### src/design/sram_host_pkg.sv
// constants for the asynchronous static memory host controller
package sram_host_pkg;
    localparam int CLK_PERIOD_PS = 25000;
    localparam int ADDR_W = 20;
    localparam int DATA_W = 16;
    localparam int LANE_W = 8;
    // times in their own units, as printed
    localparam int T_POWER_US = 100;
    localparam int T_RECOVER_NS = 10;
    localparam int T_ACCESS_NS = 10;
    localparam int T_WR_SETUP_NS = 7;
    localparam int T_DATA_SETUP_NS = 5;
    localparam int T_BUS_RELEASE_NS = 5;
    localparam int T_DESELECT_LEAD_NS = 0;
    // least times round up, never below one cycle
    function automatic int min_cycles(input longint t_ps);
        longint c;
        c = (t_ps + CLK_PERIOD_PS - 1) / CLK_PERIOD_PS;
        return (c < 1) ? 1 : int'(c);
    endfunction
    localparam int POWER_CYC = min_cycles(longint'(T_POWER_US) * 1000000);
    localparam int RECOVER_CYC = min_cycles(longint'(T_RECOVER_NS) * 1000);
    localparam int ACCESS_CYC = min_cycles(longint'(T_ACCESS_NS) * 1000);
    localparam int WR_SETUP_CYC = min_cycles(longint'(T_WR_SETUP_NS) * 1000);
    localparam int DATA_SETUP_CYC = min_cycles(longint'(T_DATA_SETUP_NS) * 1000);
    localparam int RELEASE_CYC = min_cycles(longint'(T_BUS_RELEASE_NS) * 1000);
    localparam int LEAD_CYC = min_cycles(longint'(T_DESELECT_LEAD_NS) * 1000);
    localparam int CNT_W = 13;
    typedef enum logic [2:0] {ST_POWERUP, ST_IDLE, ST_RD, ST_WR_REL, ST_WR, ST_WR_END,
                              ST_RETAIN, ST_RECOVER} state_t;
endpackage

### src/design/sram_pin_sync.sv
// two-flop synchroniser bank for pins coming back from the memory
`timescale 1ns/100ps
module sram_pin_sync
    import sram_host_pkg::*;
#(
    parameter int W = 1
) (
    input wire logic clk,
    input wire logic rst_n,
    input wire logic [W-1:0] d,
    output logic [W-1:0] q
);
    logic [W-1:0] meta_r;
    // first stage is read by the second stage only
    always_ff @(posedge clk or negedge rst_n) begin
        if (!rst_n) begin
            meta_r <= '0;
            q <= '0;
        end else begin
            meta_r <= d;
            q <= meta_r;
        end
    end
endmodule // sram_pin_sync

### src/design/sram_host_ctrl.sv
// host-side controller driving a 1M x 16 asynchronous static memory with error flag
`timescale 1ns/100ps
module sram_host_ctrl
    import sram_host_pkg::*;
#(
    parameter int POWER_CYCLES = POWER_CYC
) (
    input wire logic CLK_SYS,
    input wire logic RSTN,
    // user request side
    input wire logic REQ_VALID,
    input wire logic REQ_WRITE,
    input wire logic [ADDR_W-1:0] REQ_ADDR,
    input wire logic [DATA_W-1:0] REQ_WDATA,
    input wire logic [1:0] REQ_LANES,
    input wire logic RETAIN_REQ,
    output logic REQ_READY,
    output logic RSP_VALID,
    output logic [DATA_W-1:0] RSP_RDATA,
    output logic RSP_CORRECTED,
    output logic RETAIN_ACK,
    // memory pins
    output logic CHIP_SEL_N,
    output logic WRITE_STROBE_N,
    output logic OUT_ENABLE_N,
    output logic UPPER_LANE_ENABLE_N,
    output logic LOWER_LANE_ENABLE_N,
    output logic [ADDR_W-1:0] WORD_ADDRESS,
    input wire logic [DATA_W-1:0] DATA_LINES_IN,
    output logic [DATA_W-1:0] DATA_LINES_OUT,
    output logic DATA_LINES_OE_N,
    input wire logic ERR_FLAG_IN
);
    // ------------------------------------------------------------
    // synchronised pin inputs
    // ------------------------------------------------------------
    logic [DATA_W:0] pins_s;
    sram_pin_sync #(.W(DATA_W + 1)) u_sync (
        .clk(CLK_SYS),
        .rst_n(RSTN),
        .d({ERR_FLAG_IN, DATA_LINES_IN}),
        .q(pins_s)
    );

    // ------------------------------------------------------------
    // state and counters
    // ------------------------------------------------------------
    state_t state_r, state_nxt;
    logic [CNT_W-1:0] cnt_r, cnt_nxt;
    // lanes of the request in flight, bit1 upper, bit0 lower
    logic [1:0] lanes_r;
    // two sync stages after the access time so the sample is settled
    localparam logic [CNT_W-1:0] RD_WAIT = CNT_W'(ACCESS_CYC + 2);
    localparam logic [CNT_W-1:0] WR_WAIT = CNT_W'((WR_SETUP_CYC > DATA_SETUP_CYC)
                                                  ? WR_SETUP_CYC : DATA_SETUP_CYC);
    localparam logic [CNT_W-1:0] REL_WAIT = CNT_W'(RELEASE_CYC);
    localparam logic [CNT_W-1:0] REC_WAIT = CNT_W'(RECOVER_CYC);
    localparam logic [CNT_W-1:0] LEAD_WAIT = CNT_W'(LEAD_CYC);

    wire cnt_done = (cnt_r == '0);
    wire take = (state_r == ST_IDLE) && REQ_VALID && (REQ_LANES != 2'b00);

    // ------------------------------------------------------------
    // next-state decode
    // ------------------------------------------------------------
    always_comb begin
        state_nxt = state_r;
        cnt_nxt = cnt_done ? cnt_r : cnt_r - 1'b1;
        unique case (state_r)
            ST_POWERUP: begin
                if (cnt_done) state_nxt = ST_IDLE;
            end
            ST_IDLE: begin
                if (RETAIN_REQ) begin
                    state_nxt = ST_RETAIN;
                    cnt_nxt = LEAD_WAIT;
                end else if (take && REQ_WRITE) begin
                    state_nxt = ST_WR_REL;
                    cnt_nxt = REL_WAIT;
                end else if (take) begin
                    state_nxt = ST_RD;
                    cnt_nxt = RD_WAIT;
                end
            end
            ST_RD: begin
                if (cnt_done) state_nxt = ST_IDLE;
            end
            ST_WR_REL: begin
                if (cnt_done) begin
                    state_nxt = ST_WR;
                    cnt_nxt = WR_WAIT;
                end
            end
            ST_WR: begin
                if (cnt_done) state_nxt = ST_WR_END;
            end
            ST_WR_END: state_nxt = ST_IDLE;
            ST_RETAIN: begin
                if (!RETAIN_REQ && cnt_done) begin
                    state_nxt = ST_RECOVER;
                    cnt_nxt = REC_WAIT;
                end
            end
            ST_RECOVER: begin
                if (cnt_done) state_nxt = ST_IDLE;
            end
        endcase
    end

    // ------------------------------------------------------------
    // control registers
    // ------------------------------------------------------------
    always_ff @(posedge CLK_SYS or negedge RSTN) begin
        if (!RSTN) begin
            state_r <= ST_POWERUP;
            cnt_r <= CNT_W'(POWER_CYCLES);
            lanes_r <= 2'b00;
        end else begin
            state_r <= state_nxt;
            cnt_r <= cnt_nxt;
            if (take) begin
                lanes_r <= REQ_LANES;
            end
        end
    end

    // ------------------------------------------------------------
    // pin registers; all memory pins come straight from flops
    // ------------------------------------------------------------
    wire sel = (state_nxt == ST_RD) || (state_nxt == ST_WR_REL) || (state_nxt == ST_WR);
    wire strobe = (state_nxt == ST_WR);
    wire drive = (state_nxt == ST_WR) || (state_nxt == ST_WR_END);
    wire rd_pin = (state_nxt == ST_RD);
    wire [1:0] lanes_nxt = take ? REQ_LANES : lanes_r;
    always_ff @(posedge CLK_SYS or negedge RSTN) begin
        if (!RSTN) begin
            CHIP_SEL_N <= 1'b1;
            WRITE_STROBE_N <= 1'b1;
            OUT_ENABLE_N <= 1'b1;
            UPPER_LANE_ENABLE_N <= 1'b1;
            LOWER_LANE_ENABLE_N <= 1'b1;
            WORD_ADDRESS <= '0;
            DATA_LINES_OUT <= '0;
            DATA_LINES_OE_N <= 1'b1;
        end else begin
            CHIP_SEL_N <= !sel;
            WRITE_STROBE_N <= !strobe;
            OUT_ENABLE_N <= !rd_pin;
            UPPER_LANE_ENABLE_N <= !(sel && lanes_nxt[1]);
            LOWER_LANE_ENABLE_N <= !(sel && lanes_nxt[0]);
            if (take) begin
                WORD_ADDRESS <= REQ_ADDR;
                DATA_LINES_OUT <= REQ_WDATA;
            end
            DATA_LINES_OE_N <= !drive;
        end
    end

    // ------------------------------------------------------------
    // answer side; flag only counts while a read is on the pins
    // ------------------------------------------------------------
    wire rd_done = (state_r == ST_RD) && cnt_done;
    always_ff @(posedge CLK_SYS or negedge RSTN) begin
        if (!RSTN) begin
            REQ_READY <= 1'b0;
            RSP_VALID <= 1'b0;
            RSP_RDATA <= '0;
            RSP_CORRECTED <= 1'b0;
            RETAIN_ACK <= 1'b0;
        end else begin
            REQ_READY <= (state_nxt == ST_IDLE) && !take;
            RSP_VALID <= rd_done;
            if (rd_done) begin
                // unselected lanes read zero: they float on the bus
                RSP_RDATA <= {lanes_r[1] ? pins_s[DATA_W-1:LANE_W] : 8'h00,
                              lanes_r[0] ? pins_s[LANE_W-1:0] : 8'h00};
                RSP_CORRECTED <= pins_s[DATA_W];
            end
            RETAIN_ACK <= (state_nxt == ST_RETAIN);
        end
    end

    // ------------------------------------------------------------
    // assertions
    // ------------------------------------------------------------
    property p_idle_deselect;
        @(posedge CLK_SYS) disable iff (!RSTN)
        (state_r == ST_IDLE) |-> CHIP_SEL_N;
    endproperty
    a_idle_deselect: assert property (p_idle_deselect) else $error("selected while idle");

    property p_no_contention;
        @(posedge CLK_SYS) disable iff (!RSTN)
        !DATA_LINES_OE_N |-> (OUT_ENABLE_N && $past(OUT_ENABLE_N));
    endproperty
    a_no_contention: assert property (p_no_contention) else $error("bus contention");

    property p_strobe_width;
        @(posedge CLK_SYS) disable iff (!RSTN)
        $fell(WRITE_STROBE_N) |-> !WRITE_STROBE_N [*1] ##1 !DATA_LINES_OE_N;
    endproperty
    a_strobe_width: assert property (p_strobe_width) else $error("short write");

    property p_data_hold;
        @(posedge CLK_SYS) disable iff (!RSTN)
        $rose(WRITE_STROBE_N) |-> !DATA_LINES_OE_N && $stable(WORD_ADDRESS);
    endproperty
    a_data_hold: assert property (p_data_hold) else $error("write hold lost");

    property p_write_lane;
        @(posedge CLK_SYS) disable iff (!RSTN)
        !WRITE_STROBE_N |-> !CHIP_SEL_N && !(UPPER_LANE_ENABLE_N && LOWER_LANE_ENABLE_N);
    endproperty
    a_write_lane: assert property (p_write_lane) else $error("write without lane");

    property p_power_wait;
        @(posedge CLK_SYS) disable iff (!RSTN)
        (state_r == ST_POWERUP) |-> CHIP_SEL_N;
    endproperty
    a_power_wait: assert property (p_power_wait) else $error("early access");

    property p_read_strobe;
        @(posedge CLK_SYS) disable iff (!RSTN)
        !OUT_ENABLE_N |-> WRITE_STROBE_N && !CHIP_SEL_N;
    endproperty
    a_read_strobe: assert property (p_read_strobe) else $error("bad read pins");

    property p_read_resp;
        @(posedge CLK_SYS) disable iff (!RSTN)
        $fell(OUT_ENABLE_N) |-> ##[4:8] RSP_VALID;
    endproperty
    a_read_resp: assert property (p_read_resp) else $error("read answer late");

    property p_retain_quiet;
        @(posedge CLK_SYS) disable iff (!RSTN)
        RETAIN_ACK |-> CHIP_SEL_N;
    endproperty
    a_retain_quiet: assert property (p_retain_quiet) else $error("access in retention");
endmodule // sram_host_ctrl

### config.mk
export PLATFORM = sky130hd
export DESIGN_NAME = sram_host_ctrl
export DESIGN_NICKNAME = d
export VERILOG_FILES = /design/src/design/sram_host_pkg.sv /design/src/design/sram_pin_sync.sv /design/src/design/sram_host_ctrl.sv
export SDC_FILE = /design/constraint.sdc
export NUM_CORES = 1
export LEC_CHECK = 0
export BUFFER_PORTS_ARGS = -buffer_cell sky130_fd_sc_hd__buf_4
export CORE_ASPECT_RATIO = 0.5
export CORE_MARGIN = 3
export CORE_UTILIZATION = 53
export CTS_BUF_LIST = sky130_fd_sc_hd__clkbuf_4 sky130_fd_sc_hd__clkbuf_8
export CTS_CLUSTER_DIAMETER = 150
export CTS_CLUSTER_SIZE = 24
export DETAILED_ROUTE_END_ITERATION = 10
export PLACE_DENSITY = 0.91
export SLEW_MARGIN = 10
export SYNTH_ARGS = -nofsm -noshare
export SYNTH_HDL_FRONTEND = slang
export SYNTH_HIERARCHICAL = 1
export SYNTH_SLANG_ARGS = --single-unit
### constraint.sdc
create_clock -name CLK_SYS -period 2.6 [get_ports CLK_SYS]
set_input_delay 0.39 -clock CLK_SYS [delete_from_list [all_inputs] [get_ports CLK_SYS]]
set_output_delay 0.39 -clock CLK_SYS [all_outputs]
set_load 0.02 [all_outputs]
==> Word-level counts from Yosys, hierarchy flattened <==
Index checks and enable logic that the tools add are counted.
{ "totals": {"register_bits": 114, "output_inout_bits": 62, "in_bits": 60, "elab_cells": 73} }
{ "classes": {"n_mux": 18, "reduce_logical": 23, "n_eq_ne": 13, "add_sub_neg": 1} }
{ "op_table": {"columns": ["cell", "count"], "rows": [
  ["$mux 13", 6],
  ["$pmux 13 s3", 1],
  ["$eq 3x3->1 const B", 7],
  ["$mux 3", 7],
  ["$pmux 3 s6", 1],
  ["$mux 8", 2],
  ["$logic_not 13->1", 1],
  ["$sub 13x1->13 const B", 1],
  ["$eq 3x2->1 const B", 4],
  ["$logic_and 1x1->1", 8],
  ["$logic_not 1->1", 8],
  ["$eq 3x1->1 const B", 2],
  ["$logic_not 3->1", 1],
  ["$logic_or 1x1->1", 3],
  ["$reduce_or 3->1", 1],
  ["$mux 2", 1],
  ["$reduce_bool 2->1", 1]
]} }

==> Logic depth before layout (Yosys ltp) <==
Gate-level depths: netlist of run 1.
{ "depth": {"word_depth": 12, "depth_mapped": 9, "depth_no_buf": 9} }

==> Modules after synthesis <==
The synthesis of run 1 kept the hierarchy.
{ "by_module_without_submodules": {"columns": ["mod", "instances", "cells_each", "seq_area_each_um2", "area_per_inst_um2"], "rows": [
  ["sram_host_ctrl", 1, 285, 2016.9, 3350.7],
  ["sram_pin_sync", 1, 34, 850.8, 850.8]
]} }

==> Least setup slack after synthesis of run 1 <==
No wires, ideal clock.
{ "synth_timing": {"path_type": "register to register", "from": "register cnt_r[1]", "to": "register LOWER_LANE_ENABLE_N", "setup_slack_ns": 0.304, "setup_time_ns": 0.087, "t_required_ns": 2.513, "n_path_buf": 0, "stages_incl_launch_ff": 8, "arrival_ns": 2.209, "synth_period_minus_slack_ns": 2.296, "cell_sequence": "dfrtp_1 inv_1 ha_1 or3b_2 nor4_4 mux2i_1 and2_1 o21ai_1"} }
{ "synth_between": {"elab_chain_cells": 9, "elab_cells_between_ends": 14, "classes_between": "eq/ne (3); mux (5); reduce/logical (6)"} }
{ "synth_lines": {"columns": ["element", "line_no", "rtl"], "rows": [
  ["start, declared", "sram_host_ctrl.sv:49", "logic [CNT_W-1:0] cnt_r, cnt_nxt;"],
  ["start signal, assigned", "sram_host_ctrl.sv:116", "cnt_r <= CNT_W'(POWER_CYCLES);"],
  ["start signal, assigned", "sram_host_ctrl.sv:120", "cnt_r <= cnt_nxt;"],
  ["$logic_not 13->1 *", "sram_host_ctrl.sv:60", "wire cnt_done = (cnt_r == '0);"],
  ["$logic_and 1x1->1", "sram_host_ctrl.sv:99", "if (!RETAIN_REQ && cnt_done) begin"],
  ["$mux 3", "sram_host_ctrl.sv:99", null],
  ["$pmux 3 s6 *", "sram_host_ctrl.sv:69", "unique case (state_r)"],
  ["$eq 3x2->1", "sram_host_ctrl.sv:130", "wire sel = (state_nxt == ST_RD) || (state_nxt == ST_WR_REL) || (state_nxt == ST_WR);"],
  ["$logic_or 1x1->1", "sram_host_ctrl.sv:130", null],
  ["$logic_or 1x1->1 *", "sram_host_ctrl.sv:130", null],
  ["$logic_and 1x1->1 *", "sram_host_ctrl.sv:150", "LOWER_LANE_ENABLE_N <= !(sel && lanes_nxt[0]);"],
  ["$logic_not 1->1 *", "sram_host_ctrl.sv:150", null],
  ["end signal, assigned", "sram_host_ctrl.sv:150", null],
  ["end, declared", "sram_host_ctrl.sv:27", "output logic LOWER_LANE_ENABLE_N,"]
]} }
Mark *: on every way between the ends. The rest lies on a longest branch, timed or not.
A chain may end at the register's enable or synchronous reset.

==> Worst setup path in the final report of run 1 <==
{ "layout_timing": {"from": "register cnt_r[8]", "to": "register REQ_READY"} }
{ "layout_between": {"elab_chain_cells": 6, "elab_cells_between_ends": 9, "classes_between": "eq/ne (1); mux (5); reduce/logical (3)"} }
{ "layout_lines": {"columns": ["element", "line_no", "rtl"], "rows": [
  ["$logic_not 13->1 *", "sram_host_ctrl.sv:60", null],
  ["$logic_and 1x1->1", "sram_host_ctrl.sv:99", null],
  ["$mux 3", "sram_host_ctrl.sv:99", null],
  ["$pmux 3 s6 *", "sram_host_ctrl.sv:69", null],
  ["$eq 3x1->1 *", "sram_host_ctrl.sv:171", "REQ_READY <= (state_nxt == ST_IDLE) && !take;"],
  ["$logic_and 1x1->1 *", "sram_host_ctrl.sv:171", null],
  ["end signal, assigned", "sram_host_ctrl.sv:171", null],
  ["end, declared", "sram_host_ctrl.sv:17", "output logic REQ_READY,"]
]} }
Marked as above.

==> flow_summary_export.csv, run 1 <==
group,metric,value,unit
hold_path,whs_path_depth,1,
sta,timing.slew.headroom,56.17,%
route,wl,10.71,mm
synth,synth.most_common_cell,"dfrtp_1",
power_and_ir_drop,p_leak,2.732,nW
synth,yosysTopAreaCell,"dfrtp_1",
power_and_ir_drop,power.density,704.7,mW/mm^2
sta,hold_viol,0,
grt,grtUsageTotal,23.33,%
setup_path,crit_type,"reg -> reg",
sta,holdWs,62.84,ps
synth,syn-num-nets,381,
floorplan,ios,122,
route,drt-initial-drc-count,308,
route,postRouteAntennaNets,0,
synth,synth.distinct_cells,42,
run_status,status,"finished, final reports clean",
grt,grt_pass1_wl,15.76,mm
synth,synth_edf_count,0,
cells_and_area,syn_to_final_growth,35.65,%
sta,tns,0,ps
route,route.vias.total,3074,
run,maxCapViolCount,0,
cells_and_area,final_area,0.005699,sq mm
grt,grt_max_degree,54,
setup_path,rr_startpoint,"cnt_r[8]",
placed_design,dp_hpwl,6.557,mm
route,via_per_inst,5.309,
hold_path,hp-class,"in -> reg",
grt,antenna_found_initial,0,
placed_design,gp_congestion,0.8091,
floorplan,core,0.007515,sq mm
synth,yosys_warnings,6,
hold_path,hp-start,"DATA_LINES_IN[14]",
setup_path,critPathArrivalTime,2850,ps
clock_network,clock_path_buffers,2,
clock_network,cts_buffers,17,
synth,synth_cells,319,
synth,synth.cell_area,0.004202,sq mm
sta,finalSetupViolations,0,
placed_design,placed_cell_area,0.005291,sq mm
sta,slew_viol_final,0,
clock_network,cts_tree,"built",
placed_design,io_buffer_count,121,
sta,tightest_slew,657.4,ps
power_and_ir_drop,fin_total_pwr,4.016,mW
cells_and_area,fillers,437,
floorplan,start_util,55.91,%
route,first_pass_iters,5,
clock_network,cts_root_buffer,"clkbuf_8",
setup_path,setup.worst_path.end_class,"register",
sta,fin_worst_skew,15.94,ps
clock_network,clk-insertion-delay-late,440,ps
setup_path,rr_worst_depth,6,
setup_path,worstPathMaxFanout,5,
grt,grt-ovfl-total,0,
clock_network,clkSlewWorstSetupHoldPaths,70,ps
floorplan,chipWidth,131.9,microns
route,drc,0,
clock_network,cts.sinks,114,
synth,yosys.area.top_type_share,60.75,%
setup_path,worstPathRequired,2920,ps
power_and_ir_drop,ir_drop,0.4916,mV
floorplan,rows,22,
grt,grt_pass1_vias,3166,
cells_and_area,drive_above_1_share,46.92,%
synth,ys_top_cells_by_area,"dfrtp_1 (61%), mux2_2 (9.9%), dfstp_2 (7.5%), nand2_1 (3.9%), nor2_1 (1.7%)",
floorplan,die_h,68.96,microns
sta,timing.final.crit_period,2522,ps
setup_path,start_kind,"register",
setup_path,reg2reg_to,"REQ_READY",
cells_and_area,insertedDiodeCount,0,
synth,synth.avg_cell_area,13.17,sq um
synth,synth_flop_cell,"dfrtp_1",
sta,timing.final.crit_share,97.01,%
cells_and_area,utilization,75.84,%
hold_path,min_to,"u_sync/meta_r[14]",
setup_path,crit_start,"cnt_r[8]",
sta,clock.fmax,396.5,MHz
synth,synth_common_cells,"dfrtp_1 (102), nand2_1 (44), mux2_2 (37)",
clock_network,htree_levels,4,
synth,yosysSeqAreaShare,68.25,%
route,wire_per_inst,18.50,microns
floorplan,dieArea,0.009097,sq mm
cells_and_area,final_nets,520,
setup_path,r2r_setup_slack,80,ps
synth,async_reset_ff_share,100.0,%
synth,ys_ff_latch,114,
stage by stage:
| stage | cells | setup WS, ps |
|---|---|---|
| floorplan | 319 | 304.1 |
| global placement | 545 | 237.7 |
| detailed placement | 545 | 89.23 |
| CTS | 578 | 17.91 |
| global route | 579 | -91.74 |
| finish | 579 | 77.62 |
report_power, final:
part	leakage, nW	switching (mW)	internal (mW)
clock network	0.203	0.683	0.847
registers	1.41	0.110	1.93
logic	1.12	0.221	0.225
layer usage:
layer	track usage [%]	vias up	wire, microns
li1	-	1373	-
met1	24.34	1502	3870
met2	41.84	148	5591
met3	8.406	51	732
met4	15.05	0	514
met5	0	-	0
sequential cells by signal (all words and copies together) (netlist names), 2 cells and up:
name and cells:
lanes_r 2, RSP_RDATA 16, u_sync/meta_r 17, WORD_ADDRESS 20, DATA_LINES_OUT 16, state_r 3
u_sync/q 17, cnt_r 13
area by class of cell:
class | count | area [sq um] | area share (%)
tap | 108 | 135.1 | 2.371
timing repair buffer | 131 | 1011 | 17.74
clock buffer | 27 | 346.6 | 6.081
clock inverter | 5 | 25.02 | 0.4391
multi-input combinational | 184 | 1276 | 22.39
inverter | 10 | 37.54 | 0.6586
sequential | 114 | 2868 | 50.32
critical path, stage by stage (launching register included):
cell and delay (ps):
dfstp_2 390, or4_1 680, nor4_4 350, buf_4 220, a2bb2oi_1 290, nand2_1 200
nor3_1 280
what timing repair did:
item / CTS / global route
hold buffers: 1 / 0
endpoints found under the setup margin: 0 / 6
setup buffers: 0 / 1
endpoints found under the hold margin: 14 / 0
gates resized for setup: 0 / 3
worst max path at each step:
stage	end	slack, ps	cells after the start
2_1_floorplan	LOWER_LANE_ENABLE_N	300	7
3_3_place_gp	UPPER_LANE_ENABLE_N	240	5
3_5_place_dp	LOWER_LANE_ENABLE_N	90	5
4_1_cts	UPPER_LANE_ENABLE_N	20	5
5_1_grt	REQ_READY	-90	8
6_report	REQ_READY	80	6
cell families (layout without fill, tap and decap cells):
| logic type | count (synthesis) | in the layout | share of synthesized area [%] |
|---|---|---|---|
| AO/OA/AOI/OAI | 39 | 39 | 5.807 |
| AND/OR/NAND/NOR | 95 | 95 | 11.05 |
| adder cells (fa/ha/maj) | 2 | 2 | 0.5955 |
| flip-flops | 114 | 114 | 68.25 |
| buffers and inverters | 21 | 173 | 1.995 |
| XOR/XNOR | 8 | 8 | 1.668 |
| multiplexers | 40 | 40 | 10.63 |
placed cells by master (no fill, tap or decap), types with 2 or more instances in the layout:
cell type,instances
nor4_4,2
nand3b_1,2
clkinv_2,5
o21ai_0,9
nor2_1,18
nor3b_1,3
ha_1,2
nor2b_1,2
nor4_1,3
xnor2_1,7
a2111oi_0,3
buf_12,2
nand3_1,3
mux2_2,37
nor3_1,3
clkbuf_8,23
a21oi_1,5
or3_1,3
dfstp_2,12
dfrtp_1,102
or3b_2,2
mux2i_1,2
nand2_1,44
nand2b_1,4
inv_1,9
clkbuf_4,4
o21ai_1,12
buf_4,128
or4_1,2
(Power assumes the default switching activity.)
==> run 2, diff against run 1 <==
ABC_AREA = 1   (was not set)
CORE_UTILIZATION = 54   (was 53)
PLACE_DENSITY = 0.92   (was 0.91)
==> flow_summary_export.csv, run 2 <==
group,metric,value,unit
route,first_pass_iters,4,
cells_and_area,final_nets,630,
setup_path,critPathArrivalTime,2570,ps
sta,fin_worst_skew,8.373,ps
grt,grt_pass1_vias,3593,
placed_design,io_buffer_count,121,
synth,ys_ff_latch,114,
power_and_ir_drop,power.density,1197,mW/mm^2
cells_and_area,top_regs,"WORD_ADDRESS: 20 flops, u_sync/meta_r: 17 flops, u_sync/q: 17 flops",
placed_design,dp.cells,656,
synth,ys_top_cells_by_area,"dfrtp_1 (59%), nand2_1 (16%), dfstp_2 (7.3%), nand3_1 (3.6%), inv_1 (2.5%)",
sta,timing.slew.headroom,60.70,%
grt,grt_pass1_wl,17.64,mm
synth,synth_flop_cell,"dfrtp_1",
placed_design,dp_hpwl,7.073,mm
cells_and_area,layout_commonest_cell,"nand2_1",
clock_network,clk-insertion-delay-late,430,ps
clock_network,cts.sinks,114,
setup_path,worstPathRequired,2960,ps
synth,synth_edf_count,0,
setup_path,crit_type,"reg -> reg",
sta,timing.final.crit_period,2206,ps
clock_network,cts_buffers,17,
route,wire_per_inst,15.82,microns
sta,rsz0062_at_grt,"no",
placed_design,placed_cell_area,0.005330,sq mm
cells_and_area,syn_to_final_growth,33.66,%
cells_and_area,final_area,0.005758,sq mm
clock_network,cts_root_buffer,"clkbuf_8",
floorplan,die_h,69.16,microns
cells_and_area,drive_above_1_share,32.01,%
cells_and_area,multi_input_area,0.001254,sq mm
synth,synth.cell_area,0.004308,sq mm
cells_and_area,ff_latch_area,0.002868,sq mm
grt,grtUsageTotal,24.92,%
setup_path,setup.worst_path.end_class,"register",
setup_path,critPathMaxStageDelay,470,ps
synth,yosys_warnings,6,
setup_path,start_kind,"register",
power_and_ir_drop,clkPwrFrac,24.5,%
route,postRouteAntennaNets,0,
cells_and_area,fillers,487,
route,drt-initial-drc-count,299,
run_status,status,"finished, final reports clean",
clock_network,post-cts-setup-buffers,0,
placed_design,pre_cts_slack,496.8,ps
grt,grt_max_degree,51,
clock_network,htree_levels,4,
power_and_ir_drop,p_leak,3.130,nW
synth,synth.avg_cell_area,9.880,sq um
setup_path,worstPathMaxFanout,13,
floorplan,rows,22,
route,via_per_inst,4.993,
power_and_ir_drop,power_frac_seq,39.7,%
clock_network,cts_resized,0,
synth,yosysSeqAreaShare,66.57,%
route,drc,0,
synth,syn-num-nets,498,
placed_design,gp_congestion,0.8084,
run,maxCapViolCount,0,
sta,tns,0,ps
floorplan,ios,122,
cells_and_area,final_cells,689,
power_and_ir_drop,power_switching,2.638,mW
cells_and_area,insertedDiodeCount,0,
sta,clock.fmax,453.4,MHz
synth,synth_cells,436,
cells_and_area,largest_reg_flops,20,
floorplan,chipWidth,132.3,microns
floorplan,start_util,57.12,%
sta,hold_viol,0,
setup_path,critical_path.cell_chain,"inv_1, ha_1, nand2_2, nor2_4, nand2_4, nor4_4, buf_4, nand3_1, nand2_1",
setup_path,cp_slowest_cell,"nor4_4",
sta,timing.final.crit_share,84.83,%
grt,grt-ovfl-total,0,
cells_and_area,final_cell_mix,"nand2_1 (185), buf_4 (125), dfrtp_1 (102), nand3_1 (31), inv_1 (29)",
synth,async_reset_ff_share,100.0,%
sta,finalSetupViolations,0,
cells_and_area,regMostFlops,"WORD_ADDRESS",
power_and_ir_drop,power_frac_comb,35.8,%
power_and_ir_drop,ir_drop,0.6097,mV
clock_network,clkSlewWorstSetupHoldPaths,70,ps
synth,synth.distinct_cells,33,
floorplan,dieArea,0.009150,sq mm
power_and_ir_drop,p_int,4.256,mW
synth,yosysTopAreaCell,"dfrtp_1",
hold_path,hp-class,"in -> reg",
power_and_ir_drop,sw_frac_of_total,38.27,%
clock_network,clock_path_buffers,2,
route,wl,10.90,mm
synth,synth_common_cells,"nand2_1 (185), dfrtp_1 (102), nand3_1 (31)",
sta,slew_viol_final,0,
route,route.vias.total,3440,
sta,tightest_slew,585.1,ps
grt,antenna_found_initial,0,
synth,synth.most_common_cell,"nand2_1",
clock_network,cts_tree,"built",
synth,yosys.area.top_type_share,59.25,%
floorplan,core,0.007542,sq mm
sta,fin_ws,394.5,ps
-- run 2: changes by cell type after synthesis, sizes merged, moves of 4 or more --
cell | previous run | this run
nand2b | 4 | 0
nand4 | 0 | 5
mux2 | 37 | 0
o21ai | 21 | 6
nand2 | 44 | 188
inv | 10 | 30
nor4 | 5 | 1
nand3 | 3 | 33
nor2 | 19 | 25
-- run 2: path summary, 6_finish.rpt --
| kind | endpoint | from | slack, ps | depth (start not counted) |
|---|---|---|---|---|
| min | u_sync/meta_r[3] | DATA_LINES_IN[3] | 70 | 1 |
| max | RSP_RDATA[14] | cnt_r[0] | 390 | 9 |
| min in group asynchronous | u_sync/meta_r[2] | RSTN | 440 | 2 |
| max reg2reg | RSP_RDATA[14] | cnt_r[0] | 390 | 9 |
| min reg2reg | u_sync/q[4] | u_sync/meta_r[4] | 350 | 0 |
| max in group asynchronous | UPPER_LANE_ENABLE_N | RSTN | 1360 | 3 |
-- run 2: cells by family (layout without fill, tap and decap cells) --
family	after synthesis	count (layout)	share of synthesized area [%]
compound gates	13	13	1.946
xor+xnor	5	5	1.017
fa+ha+maj	2	2	0.5808
buf+inv	44	189	4.386
flops	114	114	66.57
simple gates	258	258	25.50
-- run 2: per-stage QoR --
| step | total power [mW] | hold WS (ps) | utilization [%] |
|---|---|---|---|
| 2_1_floorplan | 4.174 | 94.41 | - |
| 3_3_place_gp | 5.072 | 332.0 | 70.67 |
| 3_5_place_dp | 5.192 | 334.7 | 70.67 |
| 4_1_cts | 6.921 | 39.29 | 76.34 |
| 5_1_grt | 7.283 | 43.14 | 76.34 |
| 6_report | 6.894 | 68.21 | 76.34 |
-- run 2: final cells by class --
| cell class | instances | area share (%) |
|---|---|---|
| Clock inverter | 11 | 2.238 |
| Sequential cell | 114 | 49.80 |
| Clock buffer | 21 | 5.020 |
| Multi-Input combinational cell | 278 | 21.77 |
| Timing Repair Buffer | 127 | 16.82 |
| Inverter | 30 | 1.999 |
| Tap cell | 108 | 2.347 |
-- run 2: power by group through the flow --
stage                     clock, mW  combinational [mW]  sequential, mW
final                          1.69                2.47            2.74
after global routing           1.78                2.70            2.80
after CTS                      1.71                2.48            2.73
after detailed placement          0                2.46            2.73
after global placement            0                2.36            2.72
after floorplan                   0                1.09            3.08
-- run 2: layer usage --
metal	routed length [microns]	global-route usage [%]	vias to the layer above
met3	695	7.726	26
met4	344	12.79	0
li1	-	-	1621
met5	0	0	-
met2	5612	42.79	138
met1	4248	28.42	1655
-- run 2: critical path: cells and delay by family, from the launching register on --
| family | cells | cell delay, ps |
|---|---|---|
| adders and majority gates | 1 | 250 |
| DFF | 1 | 390 |
| and+or+nand+nor | 6 | 1120 |
| buffers and inverters | 2 | 380 |
-- run 2: what timing repair did --
item                                    in CTS  in global routing
endpoints found under the setup margin       0                  0
hold buffers                                 1                  0
hold endpoints to repair                    20                  0
==> run 3, diff against run 2 <==
ABC_AREA = 0   (was 1)
CORE_UTILIZATION = 48   (was 54)
PLACE_DENSITY = 0.88   (was 0.92)
clock period = 1.95 ns   (was 2.6 ns; I/O delays follow)
==> flow_summary_export.csv, run 3 (synthesized netlist as in run 1, its figures left out) <==
group,metric,value,unit
floorplan,core,0.008259,sq mm
clock_network,htree_levels,4,
power_and_ir_drop,ir_drop,0.6665,mV
grt,grt_pass1_wl,21.91,mm
route,first_pass_iters,6,
setup_path,start_kind,"register",
clock_network,cts_tree,"built",
sta,timing.final.crit_share,124.6,%
clock_network,clk-insertion-delay-late,450,ps
cells_and_area,multi_input_area,0.001563,sq mm
floorplan,die_h,72.16,microns
clock_network,cts_buffers,17,
route,drt-initial-drc-count,386,
grt,grt_pass1_vias,3874,
floorplan,dieArea,0.009980,sq mm
cells_and_area,regMostFlops,"WORD_ADDRESS",
setup_path,critPathArrivalTime,2740,ps
cells_and_area,syn_to_final_growth,59.50,%
cells_and_area,final_cell_mix,"buf_4 (163), dfrtp_1 (102), mux2_2 (37), nand2_1 (29)",
sta,fin_ws,-480.0,ps
setup_path,worstPathMaxFanout,6,
sta,clock.fmax,411.5,MHz
route,postRouteAntennaNets,0,
power_and_ir_drop,p_leak,3.136,nW
floorplan,ios,122,
cells_and_area,insertedDiodeCount,0,
clock_network,clock_path_buffers,2,
route,wire_per_inst,24.16,microns
grt,grt_max_degree,46,
sta,timing.final.crit_period,2430,ps
cells_and_area,final_area,0.006701,sq mm
clock_network,cts.sinks,114,
placed_design,placed_cell_area,0.005572,sq mm
cells_and_area,drive_above_1_share,58.77,%
floorplan,chipWidth,138.3,microns
sta,rsz0062_at_grt,"yes",
placed_design,dp_hpwl,7.045,mm
sta,finalSetupViolations,41,
sta,hold_viol,0,
cells_and_area,final_nets,586,
setup_path,critPathMaxStageDelay,540,ps
grt,grtUsageTotal,29.33,%
setup_path,crit_type,"reg -> reg",
setup_path,worstPathRequired,2260,ps
setup_path,setup.worst_path.end_class,"register",
placed_design,gp_congestion,0.8196,
sta,timing.slew.headroom,53.93,%
clock_network,cts_root_buffer,"clkbuf_8",
placed_design,io_buffer_count,121,
cells_and_area,fillers,386,
clock_network,clkSlewWorstSetupHoldPaths,80,ps
route,drc,0,
cells_and_area,top_regs,"WORD_ADDRESS: 20 flops, u_sync/meta_r: 17 flops, u_sync/q: 17 flops",
cells_and_area,largest_reg_flops,20,
sta,slew_viol_final,0,
route,wl,15.66,mm
cells_and_area,ff_latch_area,0.002868,sq mm
sta,fin_worst_skew,20.94,ps
hold_path,hp-class,"in -> reg",
run,maxCapViolCount,0,
route,route.vias.total,3781,
setup_path,critical_path.cell_chain,"or4_4, buf_6, nor4_4, buf_6, mux2i_4, a21oi_2, o311ai_2",
power_and_ir_drop,fin_total_pwr,6.096,mW
setup_path,cp_slowest_cell,"or4_4",
grt,antenna_found_initial,1,
floorplan,rows,23,
power_and_ir_drop,power.density,909.7,mW/mm^2
sta,tightest_slew,683.8,ps
cells_and_area,layout_commonest_cell,"buf_4",
route,via_per_inst,5.835,
floorplan,start_util,50.87,%
run_status,status,"complete, but fails checks",
grt,grt-ovfl-total,0,
run_status,violations,"negative setup slack",
setup_path,cpMostUsedCell,"buf_6",
==> run 3: final timing paths <==
kind | startpoint | cells past startpoint | slack (ps) | end
max | cnt_r[11] | 7 | -480 | cnt_r[1]
min | REQ_ADDR[6] | 2 | 70 | WORD_ADDRESS[6]
max reg2reg | cnt_r[11] | 7 | -480 | cnt_r[1]
min reg2reg | u_sync/meta_r[4] | 0 | 340 | u_sync/q[4]
max in group asynchronous | RSTN | 3 | 860 | cnt_r[7]
min in group asynchronous | RSTN | 2 | 400 | u_sync/meta_r[15]
==> run 3: worst max-delay path, delay by kind of cell, from the launching register on <==
| family | cells | cell delay [ps] |
|---|---|---|
| muxes | 1 | 250 |
| DFF | 1 | 390 |
| AOI/OAI and AO/OA | 2 | 470 |
| buffers and inverters | 2 | 350 |
| and+or+nand+nor | 2 | 830 |
==> run 3: routing by layer <==
metal / vias to the layer above / routed length, microns / track usage, %
li1: 1499 / - / -
met1: 1883 / 5778 / 34.39
met2: 292 / 7325 / 47.95
met3: 105 / 1330 / 10.40
met4: 2 / 1211 / 17.20
met5: - / 13 / 0
==> run 3: area by class of cell <==
type	instances	share of cell area (%)
timing repair buffer	197	25.22
clock inverter	11	2.054
clock buffer	20	3.921
multi-input combinational	184	23.32
sequential	114	42.79
tap	112	2.091
inverter	10	0.5975
==> run 3: timing repair <==
action	4_1_cts	5_1_grt
pin swaps	19	11
buffers inserted	8	11
endpoints found under the hold margin	49	0
hold buffers	18	0
setup endpoints to repair	41	77
gates resized for setup	50	29
gates cloned	3	1
==> run 3: report_power, final <==
| group | switching (mW) | leakage, nW | internal (mW) |
|---|---|---|---|
| Sequential | 0.106 | 1.41 | 2.57 |
| Clock | 1.06 | 0.201 | 1.31 |
| Combinational | 0.514 | 1.52 | 0.539 |
| Total | 1.68 | 3.14 | 4.42 |
==> run 3: through the flow <==
stage / setup slack (ps) / hold WS (ps) / utilization [%] / std cells / TNS, ps
floorplan: -248.4 / -3.091 / - / 319 / -3845
global placement: -176.5 / 315.7 / 67.46 / 578 / -1938
detailed placement: -291.3 / 322.8 / 67.46 / 578 / -4549
CTS: -240.7 / 72.64 / 78.11 / 637 / -3598
global route: -474.9 / 48.92 / 81.14 / 648 / -13240
finish: -480.0 / 71.63 / 81.14 / 648 / -12170
